File: src/dss_prescale.sv
// Shared constants of the conversion sequencer and its oscillator prescaler.
// What this block does
// - Measurement cycle lasts 4000 counts, 16000 oscillator periods.
// - Input accumulate phase lasts exactly 1000 counts.
// - Phases repeat: offset null, accumulate, rundown.
// - Null phase shorts inputs, charges reference, closes loop.
// - Accumulate opens loop and connects input pins.
// - Polarity stored at the end of accumulate.
// - Rundown grounds negative input, reference opposes polarity.
// - Rundown counts until the comparator sees zero.
// - Display check lights every segment and sign.
// - Display check drives segments with a steady level.
// - Rundown takes 1 to 2000 counts, null the rest.
// - Backplane square wave at oscillator over 800.
package dss_pkg;
    localparam int OSC_DIV    = 4;
    localparam int PLANE_DIV  = 800;
    localparam int CYC_COUNTS = 4000;
    localparam int ACC_COUNTS = 1000;
    localparam int RUN_MAX    = 2000;
    localparam int NULL_MIN   = CYC_COUNTS - ACC_COUNTS - RUN_MAX;
    localparam int CNT_W      = 12;
    localparam int BCD_W      = 16;
    localparam int SEG_W      = 24;
    typedef enum logic [2:0] {
        PH_NULL = 3'h1,
        PH_ACC  = 3'h2,
        PH_RUN  = 3'h4
    } dss_phase_t;
endpackage

`timescale 1ns/1ps
module dss_prescale #(
    parameter int OSC_DIV   = dss_pkg::OSC_DIV,
    parameter int PLANE_DIV = dss_pkg::PLANE_DIV
) (
    // Clock, reset and enable.
    input  wire logic sys_clk,
    input  wire logic rst_n,
    input  wire logic ce,
    // Strobes, each high for one enabled cycle.
    output logic      count_tick,
    output logic      plane_tick
);
    localparam logic [9:0] DIV_LAST   = 10'(OSC_DIV - 1);
    localparam logic [9:0] PLANE_LAST = 10'(PLANE_DIV / 2 - 1);

    logic [9:0] div_reg;
    logic [9:0] plane_cnt_reg;

    // The counting clock is the oscillator divided by four.
    always_ff @(posedge sys_clk or negedge rst_n) begin
        if (!rst_n) begin
            div_reg    <= 10'h0;
            count_tick <= 1'b0;
        end else if (ce) begin
            div_reg    <= (div_reg == DIV_LAST) ? 10'h0 : div_reg + 10'h1;
            count_tick <= (div_reg == DIV_LAST);
        end
    end

    // Toggling every half period gives a square wave at the oscillator over 800.
    always_ff @(posedge sys_clk or negedge rst_n) begin
        if (!rst_n) begin
            plane_cnt_reg <= 10'h0;
            plane_tick    <= 1'b0;
        end else if (ce) begin
            plane_cnt_reg <= (plane_cnt_reg == PLANE_LAST) ? 10'h0 : plane_cnt_reg + 10'h1;
            plane_tick    <= (plane_cnt_reg == PLANE_LAST);
        end
    end
endmodule

File: src/dss_sequencer.sv
// Dual-slope conversion sequencer: phase control, rundown counting and display drive.
`timescale 1ns/1ps
module dss_sequencer #(
    parameter int OSC_DIV    = dss_pkg::OSC_DIV,
    parameter int PLANE_DIV  = dss_pkg::PLANE_DIV,
    parameter int CYC_COUNTS = dss_pkg::CYC_COUNTS,
    parameter int ACC_COUNTS = dss_pkg::ACC_COUNTS,
    parameter int RUN_MAX    = dss_pkg::RUN_MAX
) (
    // Clock, reset and enable.
    input  wire logic                      sys_clk,
    input  wire logic                      resetn,
    input  wire logic                      ce,
    // Analog side, asynchronous inputs.
    input  wire logic                      comparator_pos,
    input  wire logic                      display_check,
    // Analog switch controls.
    output logic                           input_short,
    output logic                           ref_charge,
    output logic                           offset_loop,
    output logic                           input_connect,
    output logic                           neg_to_midpoint,
    output logic                           ref_forward,
    output logic                           ref_reverse,
    output dss_pkg::dss_phase_t            phase,
    // Reading and display.
    output logic [dss_pkg::BCD_W-1:0]      reading,
    output logic                           reading_neg,
    output logic                           over_range,
    output logic                           backplane_drive,
    output logic [dss_pkg::SEG_W-1:0]      seg_drive
);
    localparam int W = dss_pkg::CNT_W;
    localparam int BW = dss_pkg::BCD_W;
    localparam int SW = dss_pkg::SEG_W;
    localparam logic [W-1:0] ACC_LAST  = W'(ACC_COUNTS - 1);
    localparam logic [W-1:0] RUN_LAST  = W'(ACC_COUNTS + RUN_MAX - 1);
    localparam logic [W-1:0] CYC_LAST  = W'(CYC_COUNTS - 1);
    localparam logic [W-1:0] RESET_CYC = W'(ACC_COUNTS + RUN_MAX);

    logic                rst_q1;
    logic                rst_n;
    logic                cmp_q1;
    logic                cmp_s;
    logic                chk_q1;
    logic                chk_s;
    logic                count_tick;
    logic                plane_tick;
    logic                tick_en;
    logic                zero_hit;
    dss_pkg::dss_phase_t state_reg;
    dss_pkg::dss_phase_t state_next;
    logic [W-1:0]        cyc_reg;
    logic [W-1:0]        cyc_next;
    logic                pol_reg;
    logic [BW-1:0]       run_cnt_reg;
    logic                plane_next;
    logic [20:0]         dig_on;
    logic [SW-1:0]       seg_on;

    function automatic logic [BW-1:0] bcd_inc(input logic [BW-1:0] v);
        logic [BW-1:0] r;
        logic          c;
        r = v;
        c = 1'b1;
        for (int i = 0; i < BW / 4; i++) begin
            if (c) begin
                if (r[4*i+:4] == 4'h9) begin
                    r[4*i+:4] = 4'h0;
                end else begin
                    r[4*i+:4] = r[4*i+:4] + 4'h1;
                    c = 1'b0;
                end
            end
        end
        return r;
    endfunction

    // Segment order is g f e d c b a.
    function automatic logic [6:0] seven(input logic [3:0] d);
        case (d)
            4'h0: seven = 7'h3f;
            4'h1: seven = 7'h06;
            4'h2: seven = 7'h5b;
            4'h3: seven = 7'h4f;
            4'h4: seven = 7'h66;
            4'h5: seven = 7'h6d;
            4'h6: seven = 7'h7d;
            4'h7: seven = 7'h07;
            4'h8: seven = 7'h7f;
            4'h9: seven = 7'h6f;
            default: seven = 7'h00;
        endcase
    endfunction

    // The reset release is retimed so that no flop leaves reset on a different edge.
    always_ff @(posedge sys_clk or negedge resetn) begin
        if (!resetn) begin
            rst_q1 <= 1'b0;
            rst_n  <= 1'b0;
        end else begin
            rst_q1 <= 1'b1;
            rst_n  <= rst_q1;
        end
    end

    always_ff @(posedge sys_clk or negedge rst_n) begin
        if (!rst_n) begin
            cmp_q1 <= 1'b0;
            cmp_s  <= 1'b0;
            chk_q1 <= 1'b0;
            chk_s  <= 1'b0;
        end else if (ce) begin
            cmp_q1 <= comparator_pos;
            cmp_s  <= cmp_q1;
            chk_q1 <= display_check;
            chk_s  <= chk_q1;
        end
    end

    dss_prescale #(
        .OSC_DIV (OSC_DIV),
        .PLANE_DIV (PLANE_DIV)
    ) u_prescale (
        .sys_clk    (sys_clk),
        .rst_n      (rst_n),
        .ce         (ce),
        .count_tick (count_tick),
        .plane_tick (plane_tick)
    );

    assign tick_en  = count_tick & ce;
    assign zero_hit = (cmp_s != pol_reg);

    // The cycle counter spans accumulate, rundown and null, so null absorbs what rundown leaves.
    always_comb begin
        state_next = state_reg;
        cyc_next   = cyc_reg;
        if (tick_en) begin
            cyc_next = cyc_reg + W'(1);
            case (state_reg)
                dss_pkg::PH_ACC: begin
                    if (cyc_reg == ACC_LAST) state_next = dss_pkg::PH_RUN;
                end
                dss_pkg::PH_RUN: begin
                    if (zero_hit || cyc_reg == RUN_LAST) state_next = dss_pkg::PH_NULL;
                end
                dss_pkg::PH_NULL: begin
                    if (cyc_reg == CYC_LAST) begin
                        state_next = dss_pkg::PH_ACC;
                        cyc_next   = '0;
                    end
                end
                default: state_next = dss_pkg::PH_NULL;
            endcase
        end
    end

    always_ff @(posedge sys_clk or negedge rst_n) begin
        if (!rst_n) begin
            state_reg <= dss_pkg::PH_NULL;
            cyc_reg   <= RESET_CYC;
        end else if (ce) begin
            state_reg <= state_next;
            cyc_reg   <= cyc_next;
        end
    end

    // Switch controls follow the next phase so they change with the phase itself.
    always_ff @(posedge sys_clk or negedge rst_n) begin
        if (!rst_n) begin
            input_short     <= 1'b1;
            ref_charge      <= 1'b1;
            offset_loop     <= 1'b1;
            input_connect   <= 1'b0;
            neg_to_midpoint <= 1'b0;
            ref_forward     <= 1'b0;
            ref_reverse     <= 1'b0;
            phase           <= dss_pkg::PH_NULL;
        end else if (ce) begin
            input_short     <= (state_next == dss_pkg::PH_NULL);
            ref_charge      <= (state_next == dss_pkg::PH_NULL);
            offset_loop     <= (state_next == dss_pkg::PH_NULL);
            input_connect   <= (state_next == dss_pkg::PH_ACC);
            neg_to_midpoint <= (state_next == dss_pkg::PH_RUN);
            ref_forward     <= (state_next == dss_pkg::PH_RUN) && !((state_reg == dss_pkg::PH_ACC) ? cmp_s : pol_reg);
            ref_reverse     <= (state_next == dss_pkg::PH_RUN) && ((state_reg == dss_pkg::PH_ACC) ? cmp_s : pol_reg);
            phase           <= state_next;
        end
    end

    always_ff @(posedge sys_clk or negedge rst_n) begin
        if (!rst_n) begin
            pol_reg <= 1'b0;
        end else if (ce && state_reg == dss_pkg::PH_ACC && state_next == dss_pkg::PH_RUN) begin
            pol_reg <= cmp_s;
        end
    end

    always_ff @(posedge sys_clk or negedge rst_n) begin
        if (!rst_n) begin
            run_cnt_reg <= '0;
        end else if (ce && state_next == dss_pkg::PH_RUN) begin
            if (state_reg == dss_pkg::PH_ACC) begin
                run_cnt_reg <= '0;
            end else if (tick_en) begin
                run_cnt_reg <= bcd_inc(run_cnt_reg);
            end
        end
    end

    // The display only moves at rundown end, so digits never show a count in progress.
    always_ff @(posedge sys_clk or negedge rst_n) begin
        if (!rst_n) begin
            reading     <= '0;
            reading_neg <= 1'b0;
            over_range  <= 1'b0;
        end else if (ce && state_reg == dss_pkg::PH_RUN && state_next == dss_pkg::PH_NULL) begin
            reading     <= run_cnt_reg;
            reading_neg <= !pol_reg;
            over_range  <= !zero_hit;
        end
    end

    genvar gi;
    generate
        for (gi = 0; gi < 3; gi++) begin : g_digit
            assign dig_on[7*gi+:7] = seven(reading[4*gi+:4]);
        end
    endgenerate

    // Over range shows a lone leading one with the lower digits blank.
    assign seg_on = over_range ? {reading_neg, 2'b11, 21'h0}
                               : {reading_neg, {2{reading[15:12] != 4'h0}}, dig_on};
    // A held backplane under display check puts a steady level on the glass; users must not leave it on.
    assign plane_next = chk_s ? 1'b0 : (plane_tick ? !backplane_drive : backplane_drive);

    always_ff @(posedge sys_clk or negedge rst_n) begin
        if (!rst_n) begin
            backplane_drive <= 1'b0;
            seg_drive       <= '0;
        end else if (ce) begin
            backplane_drive <= plane_next;
            seg_drive       <= chk_s ? {SW{1'b1}} : (seg_on ^ {SW{plane_next}});
        end
    end

    // Helper counters watched only by the checks below.
    logic [W-1:0] ph_ticks;
    logic [W-1:0] cyc_ticks;
    logic         seen_acc;
    logic [9:0]   plane_gap;
    logic         plane_clean;
    // The first edge after reset or a display check has an arbitrary gap, so only later edges are timed.
    always_ff @(posedge sys_clk or negedge rst_n) begin
        if (!rst_n) begin
            ph_ticks    <= '0;
            cyc_ticks   <= '0;
            seen_acc    <= 1'b0;
            plane_gap   <= '0;
            plane_clean <= 1'b0;
        end else if (ce) begin
            ph_ticks    <= (state_next != state_reg) ? '0 : ph_ticks + W'(tick_en);
            cyc_ticks   <= (state_next == dss_pkg::PH_ACC && state_reg != dss_pkg::PH_ACC) ? '0
                           : cyc_ticks + W'(tick_en);
            seen_acc    <= seen_acc | (state_reg == dss_pkg::PH_ACC);
            plane_gap   <= (backplane_drive != plane_next) ? 10'h0 : plane_gap + 10'h1;
            plane_clean <= !chk_s && (plane_clean || backplane_drive != plane_next);
        end
    end
endmodule

File: config.mk
export PLATFORM = sky130hd
export DESIGN_NAME = dss_sequencer
export DESIGN_NICKNAME = d
export VERILOG_FILES = /design/src/dss_prescale.sv /design/src/dss_sequencer.sv
export SDC_FILE = /design/constraint.sdc
export NUM_CORES = 1
export LEC_CHECK = 0
export BUFFER_PORTS_ARGS = -buffer_cell sky130_fd_sc_hd__buf_2
export CORE_MARGIN = 2
export CORE_UTILIZATION = 59
export CTS_CLUSTER_SIZE = 12
export DETAILED_ROUTE_END_ITERATION = 10
export PLACE_DENSITY = 0.8
export SYNTH_ARGS = -nofsm -noshare
export SYNTH_HDL_FRONTEND = slang
export SYNTH_HIERARCHICAL = 1
export SYNTH_SLANG_ARGS = --single-unit
export TNS_END_PERCENT = 30
File: constraint.sdc
create_clock -name sys_clk -period 4.2 [get_ports sys_clk]
set_input_delay 0 -clock sys_clk [delete_from_list [all_inputs] [get_ports sys_clk]]
set_output_delay 0 -clock sys_clk [all_outputs]
set_load 0.03 [all_outputs]
==> metrics.cfg, run 1 <==
[sta]
slew_violations=0
clock_skew_ps=13.6
holdWs_ps=229
final-hold-violation-count=0
tns_ps=0
rsz0062_at_grt=no
finalCritPeriodShare_pct=71.7
worst_pin_slew_ps=1020
slew_headroom_pct=31.9
setup-violations-final=0
max_freq_mhz=332
fin_crit_ps=3010

[floorplanning]
io_pins=58
initial_core_util_pct=59.9
core_um2=9590
die_w_um=103
rows=36
fp.dieH_um=103
dieArea_um2=10500

[run_status]
status=finished, final reports clean

[layout]
layout-drive-gt1-share_pct=16.4
layout.nets=662
n_antenna_cell=0
largest_reg_flops=23
syn_to_final_growth_pct=10.6

[global_routing]
track_usage_pct=22.6
grt_first_pass_wirelength_um=19100
grt_pass1_vias=4081
antenna_found_initial=0
grt-ovfl-total=0
grt_start_max_net_pins=82

[worst_setup_path]
setup.worst_path.end_class=flop
reg2regPathDepth=5
path_max_fanout=23
required_ps=4440
crit_type=flop to flop
crit_arrival_ps=3250
startpoint_type=flop

[yosys]
ys_ff_latch=107
synth_edf_count=0
synth_nets=615
dominantRegCellSynth=dfrtp_1
syn_area_um2=5740
ys_types=64
ys_seq_area_share_pct=46.8
synth_cells=587
ys_warn_count=6
syn_area_per_cell_um2=9.79
async_flop_share_pct=100

[cts]
numCtsBuffers=9
clkSlewWorstSetupHoldPaths_ps=100
clk_path_buf_depth=2
clock_latency_ps=360
htree_levels=3
cts_tree=done
cts_root_buffer=clkbuf_8
cts.sinks=107

[drt]
drc=0
wl_per_cell_um=14.7
vias=4431
drtIter0Drc=220
drtPass1Iterations=4
wirelength_um=11300
ant_nets=0
viasPerCell=5.74

[pwr]
powerDensity_nw_per_um2=315
ir_worst_vdd_mv=0.237
p_leak_nw=2.85

[place]
port_buffers=57
gp_congestion=0.868
hpwl_um=8070

[hold_path]
hold_depth=4
hold_class=input port to flop

[run]
drv_cap=0

==> power by group <==
part | switching, mW | leakage [nW] | internal [mW]
Sequential | 0.0873 | 1.30 | 1.09
Combinational | 0.0919 | 1.44 | 0.0727
Clock | 0.349 | 0.106 | 0.311
Total | 0.528 | 2.85 | 1.47
==> cell usage in the layout (no fill, tap or decap), types with 3 or more instances in the layout <==
cell,netlist,layout
nand2b_1,18,18
nor2b_1,3,3
dfrtp_1,98,97
o22ai_1,3,3
dfstp_2,9,9
buf_4,4,4
mux2_1,13,13
buf_2,5,57
nand3_1,15,15
a31oi_1,3,3
and4_1,4,4
xnor2_1,31,31
o41ai_1,4,4
o21ai_1,8,8
nand4_1,12,12
mux2_2,9,9
nor3_1,8,8
nor3b_1,3,3
o31ai_1,9,9
xor2_1,11,10
ha_1,23,23
nor4_1,4,4
o21ai_0,27,27
nand2_1,44,44
clkbuf_8,0,11
a22oi_1,3,3
o21bai_1,5,5
or3_1,6,6
a21o_1,5,5
dlygate4sd3_1,0,4
inv_1,28,28
and3_1,5,5
a21oi_1,46,46
mux2i_1,6,6
nor2_1,60,60
==> worst max-delay path, cell delays in order (launching register included) <==
cell	delay, ps
dfrtp_1	410
ha_1	210
nand4bb_1	200
o311ai_1	530
nand4_1	900
mux2_1	640
==> what timing repair did <==
| action | in CTS | in global routing |
|---|---|---|
| endpoints found under the hold margin | 4 | 0 |
| hold buffers | 4 | 0 |
| gates resized for setup | 0 | 0 |
| setup buffers | 0 | 0 |
==> synth_stat cells, drive strengths merged (3+ instances only) <==
master / number / area share [%]
o22ai: 4 / 0.54
a21oi: 46 / 4.0
nor2: 60 / 3.9
and4: 4 / 0.61
clkbuf: 17 / 1.1
inv: 28 / 1.8
a31oi: 3 / 0.33
and3: 5 / 0.54
nand3: 15 / 1.3
mux2i: 6 / 1.0
o21ai: 35 / 3.0
nor3b: 3 / 0.39
a21o: 5 / 0.65
mux2: 22 / 4.3
o21bai: 5 / 0.65
o311ai: 3 / 0.59
nor4: 4 / 0.44
nor2b: 3 / 0.33
o41ai: 4 / 0.61
xor2: 11 / 1.7
dfstp: 9 / 4.1
nand2: 44 / 2.9
a22oi: 3 / 0.39
xnor2: 31 / 4.7
o31ai: 9 / 1.2
nand4: 12 / 1.3
buf: 12 / 1.3
nand2b: 18 / 2.0
nor3: 9 / 0.87
ha: 23 / 5.0
dfrtp: 98 / 43
or3: 6 / 0.65
==> path summary, 6_finish.rpt <==
path                                              from                     endpoint  slack, ps
max in group asynchronous              rst_n$_DFF_PN0_  run_cnt_reg[10]$_DFFE_PN0P_       2770
min in group asynchronous                       resetn              rst_n$_DFF_PN0_        480
worst max register to register  cyc_reg[0]$_DFFE_PN0P_      reading[12]$_DFFE_PN0P_       1190
worst min register to register        rst_q1$_DFF_PN0_              rst_n$_DFF_PN0_        370
worst max-delay path            cyc_reg[0]$_DFFE_PN0P_      reading[12]$_DFFE_PN0P_       1190
worst min-delay path                                ce       cyc_reg[3]$_DFFE_PN1P_        230
==> layout make-up <==
type | instances | area, µm²
inverters | 28 | 105
repair buffers | 65 | 355
multi-input cells | 423 | 2820
fillers | 745 | 3240
well taps | 133 | 166
clock inverters | 5 | 60.1
clock buffers | 11 | 151
flip-flops and latches | 107 | 2690
==> layer usage <==
layer / vias to the layer above / share of wire, % / GRT usage (%)
met5: - / 0 / 0
met2: 113 / 49 / 37.4
li1: 2147 / - / -
met1: 2156 / 45 / 30.0
met4: 0 / 1.3 / 6.46
met3: 15 / 4.5 / 5.08
==> cell families (layout without fill, tap and decap cells) <==
kind of cell	count (synthesis)	in the layout	synth area share (%)
mux	28	28	5.36
flops	107	107	46.8
buf+inv	57	109	4.23
other cells	1	1	0.0653
xor+xnor	42	42	6.40
compound gates	131	131	14.5
simple gates	198	198	17.7
fa+ha+maj	23	23	5.01
==> per-stage QoR <==
| step | total power, mW | instance area (µm²) | utilization (%) | cells | setup WS (ps) |
|---|---|---|---|---|---|
| final | 2.00 | 6350 | 66.2 | 772 | 1190 |
| after global routing | 2.11 | 6350 | 66.2 | 772 | 937 |
| after CTS | 2.02 | 6350 | 66.2 | 772 | 1150 |
| after detailed placement | 1.36 | 6100 | 63.6 | 752 | 1160 |
| after global placement | 1.35 | 6100 | 63.6 | 752 | 1280 |
| after floorplan | 1.31 | 5740 | - | 587 | 1010 |
No activity file was read; power rests on OpenSTA's default activity.
==> run 2: changes to the inputs <==
--- a/config.mk
+++ b/config.mk
@@ -7,10 +7,10 @@
 export LEC_CHECK = 0
 export BUFFER_PORTS_ARGS = -buffer_cell sky130_fd_sc_hd__buf_2
 export CORE_MARGIN = 2
-export CORE_UTILIZATION = 59
+export CORE_UTILIZATION = 54
 export CTS_CLUSTER_SIZE = 12
 export DETAILED_ROUTE_END_ITERATION = 10
-export PLACE_DENSITY = 0.8
+export PLACE_DENSITY = 0.77
 export SYNTH_ARGS = -nofsm -noshare
 export SYNTH_HDL_FRONTEND = slang
 export SYNTH_HIERARCHICAL = 1
==> constraint.sdc (replaced) <==
create_clock -name sys_clk -period 2.6 [get_ports sys_clk]
set_input_delay 0 -clock sys_clk [delete_from_list [all_inputs] [get_ports sys_clk]]
set_output_delay 0 -clock sys_clk [all_outputs]
set_load 0.03 [all_outputs]
==> run 2 against run 1 <==
Final area is 1.8% higher. Via count up 1.6%. Clock-buffer cell count decreased by 1. Die area up 8.9%. Sequential power is 60% higher. Clock skew is 3.9 ps lower. Critical endpoint is now ref_forward$_DFFE_PN0P_. Largest cell class unchanged.
==> metrics.cfg, run 2 (synthesized netlist as in run 1, its figures left out) <==
[layout]
largest_reg_flops=23  ; unchanged
layout.nets=675  ; +2.0%
final_cells=788  ; +2.1%
utilization_pct=62.6  ; -3.6 points
multiInputGateArea_um2=2820  ; unchanged
n_antenna_cell=0  ; unchanged
fin_area_um2=6460  ; +1.8%
syn_to_final_growth_pct=12.5
fillers=832  ; +12%
layout-drive-gt1-share_pct=17.8  ; +1.4 points
final_cell_mix=97 x dfrtp_1, 60 x nor2_1, 57 x buf_2
regArea_um2=2690  ; unchanged
layout_commonest_cell=dfrtp_1

[cts]
clock_latency_ps=370  ; about the same
cts_root_buffer=clkbuf_8
htree_levels=3  ; unchanged
numCtsBuffers=9  ; unchanged
clkSlewWorstSetupHoldPaths_ps=100  ; about the same
clk_path_buf_depth=2  ; unchanged
cts_tree=done
cts.sinks=107  ; unchanged

[sta]
rsz0062_at_grt=no
holdWs_ps=270  ; +41.6 ps
setup-violations-final=0  ; unchanged
setup_slack_ps=142  ; -1050 ps
clock_skew_ps=9.75  ; -3.88 ps
slew_headroom_pct=58.0  ; +26 points
final-hold-violation-count=0  ; unchanged
tns_ps=0  ; unchanged
worst_pin_slew_ps=623  ; -395 ps
slew_violations=0  ; unchanged
fin_crit_ps=2460  ; -554 ps
max_freq_mhz=407  ; +23%
finalCritPeriodShare_pct=94.5  ; +23 points

[global_routing]
grt_start_max_net_pins=76  ; -7.3%
grt_first_pass_wirelength_um=21100  ; +10%
antenna_found_initial=0  ; unchanged
track_usage_pct=22.9  ; +0.36 points
grt-ovfl-total=0  ; unchanged
grt_pass1_vias=4339  ; +6.3%

[place]
gp_congestion=0.866  ; -0.30%
dp.cells=766  ; +1.9%
placed_area_um2=6210  ; +1.8%
port_buffers=57  ; unchanged
post-place-ws_ps=127  ; -1030 ps
hpwl_um=8590  ; +6.4%

[floorplanning]
die_w_um=107  ; +4.4%
rows=37  ; +2.8%
fp.dieH_um=107  ; +4.4%
initial_core_util_pct=55.6  ; -4.2 points
io_pins=58  ; unchanged
core_um2=10300  ; +7.6%
dieArea_um2=11500  ; +8.9%

[worst_setup_path]
r2r_start=phase[0]$_DFFE_PN1P_
startpoint_type=flop
crit_type=flop to flop
path_max_fanout=4  ; -83%
setup.worst_path.end_class=flop
crit_arrival_ps=2730  ; -520 ps
required_ps=2870  ; -1570 ps
crit_path_start=phase[0]$_DFFE_PN1P_

[run_status]
status=finished, final reports clean

[drt]
ant_nets=0  ; unchanged
drtIter0Drc=262  ; +19%
wirelength_um=12400  ; +9.6%
drtPass1Iterations=4  ; unchanged
vias=4500  ; +1.6%
wl_per_cell_um=15.8  ; +7.3%
viasPerCell=5.71  ; -0.50%
drc=0  ; unchanged

[pwr]
power.total_mw=3.20  ; +60%
ir_worst_vdd_mv=0.341  ; +44%
p_leak_nw=2.90  ; +2.0%
powerDensity_nw_per_um2=495  ; +57%

[hold_path]
hold_class=flop to asynchronous set/reset pin

[run]
drv_cap=0  ; unchanged

run 2: changes by cell type in the layout (fill, tap and decap cells not counted), sizes merged:
cell | previous run | this run
inv | 29 | 28
dlygate4sd3 | 4 | 5
buf | 61 | 73
clkbuf | 11 | 10
clkinvlp | 1 | 3
run 2: layout make-up:
| cell class | instances | area share (%) |
|---|---|---|
| clock buffer | 10 | 1.97 |
| clock inverter | 6 | 1.03 |
| inverter | 28 | 1.63 |
| multi-input combinational | 423 | 43.6 |
| sequential | 107 | 41.7 |
| tap | 136 | 2.63 |
| timing repair buffer | 78 | 7.43 |
run 2: worst paths after layout:
kind / endpoint / slack [ps] / depth (start not counted)
setup / recovery: ref_forward$_DFFE_PN0P_ / 140 / 5
hold / removal: ref_reverse$_DFFE_PN0P_ / 270 / 0
setup reg to reg: ref_forward$_DFFE_PN0P_ / 140 / 5
hold reg to reg: ref_reverse$_DFFE_PN0P_ / 270 / 0
max in group asynchronous: cyc_reg[4]$_DFFE_PN1P_ / 1530 / 1
min in group sys_clk: rst_n$_DFF_PN0_ / 390 / 0
run 2: power breakdown:
group / switching, mW / internal, mW / total (mW) / leakage (nW)
Clock: 0.570 / 0.446 / 1.02 / 0.0885
Combinational: 0.169 / 0.121 / 0.290 / 1.52
Sequential: 0.131 / 1.76 / 1.89 / 1.30
Total: 0.869 / 2.33 / 3.20 / 2.90
run 2: critical path, stage by stage (launching register included):
cell and delay, ps:
dfstp_2 540, or3b_4 400, or4_1 630, a221oi_4 370, o22ai_2 140, o32ai_1 290
run 2: what timing repair did:
action                                  4_1_cts  5_1_grt
endpoints found under the hold margin         6        0
buffers inserted                              0        1
endpoints found under the setup margin        0        1
hold buffers                                  5        0
resized for setup                             0        0
run 2: routing by layer:
metal	up-vias	share of wire [%]	global-route usage, %
met5	-	0	0
met4	0	2.5	10.2
met3	20	3.7	2.98
met2	108	49	37.2
met1	2201	45	30.9
li1	2171	-	-
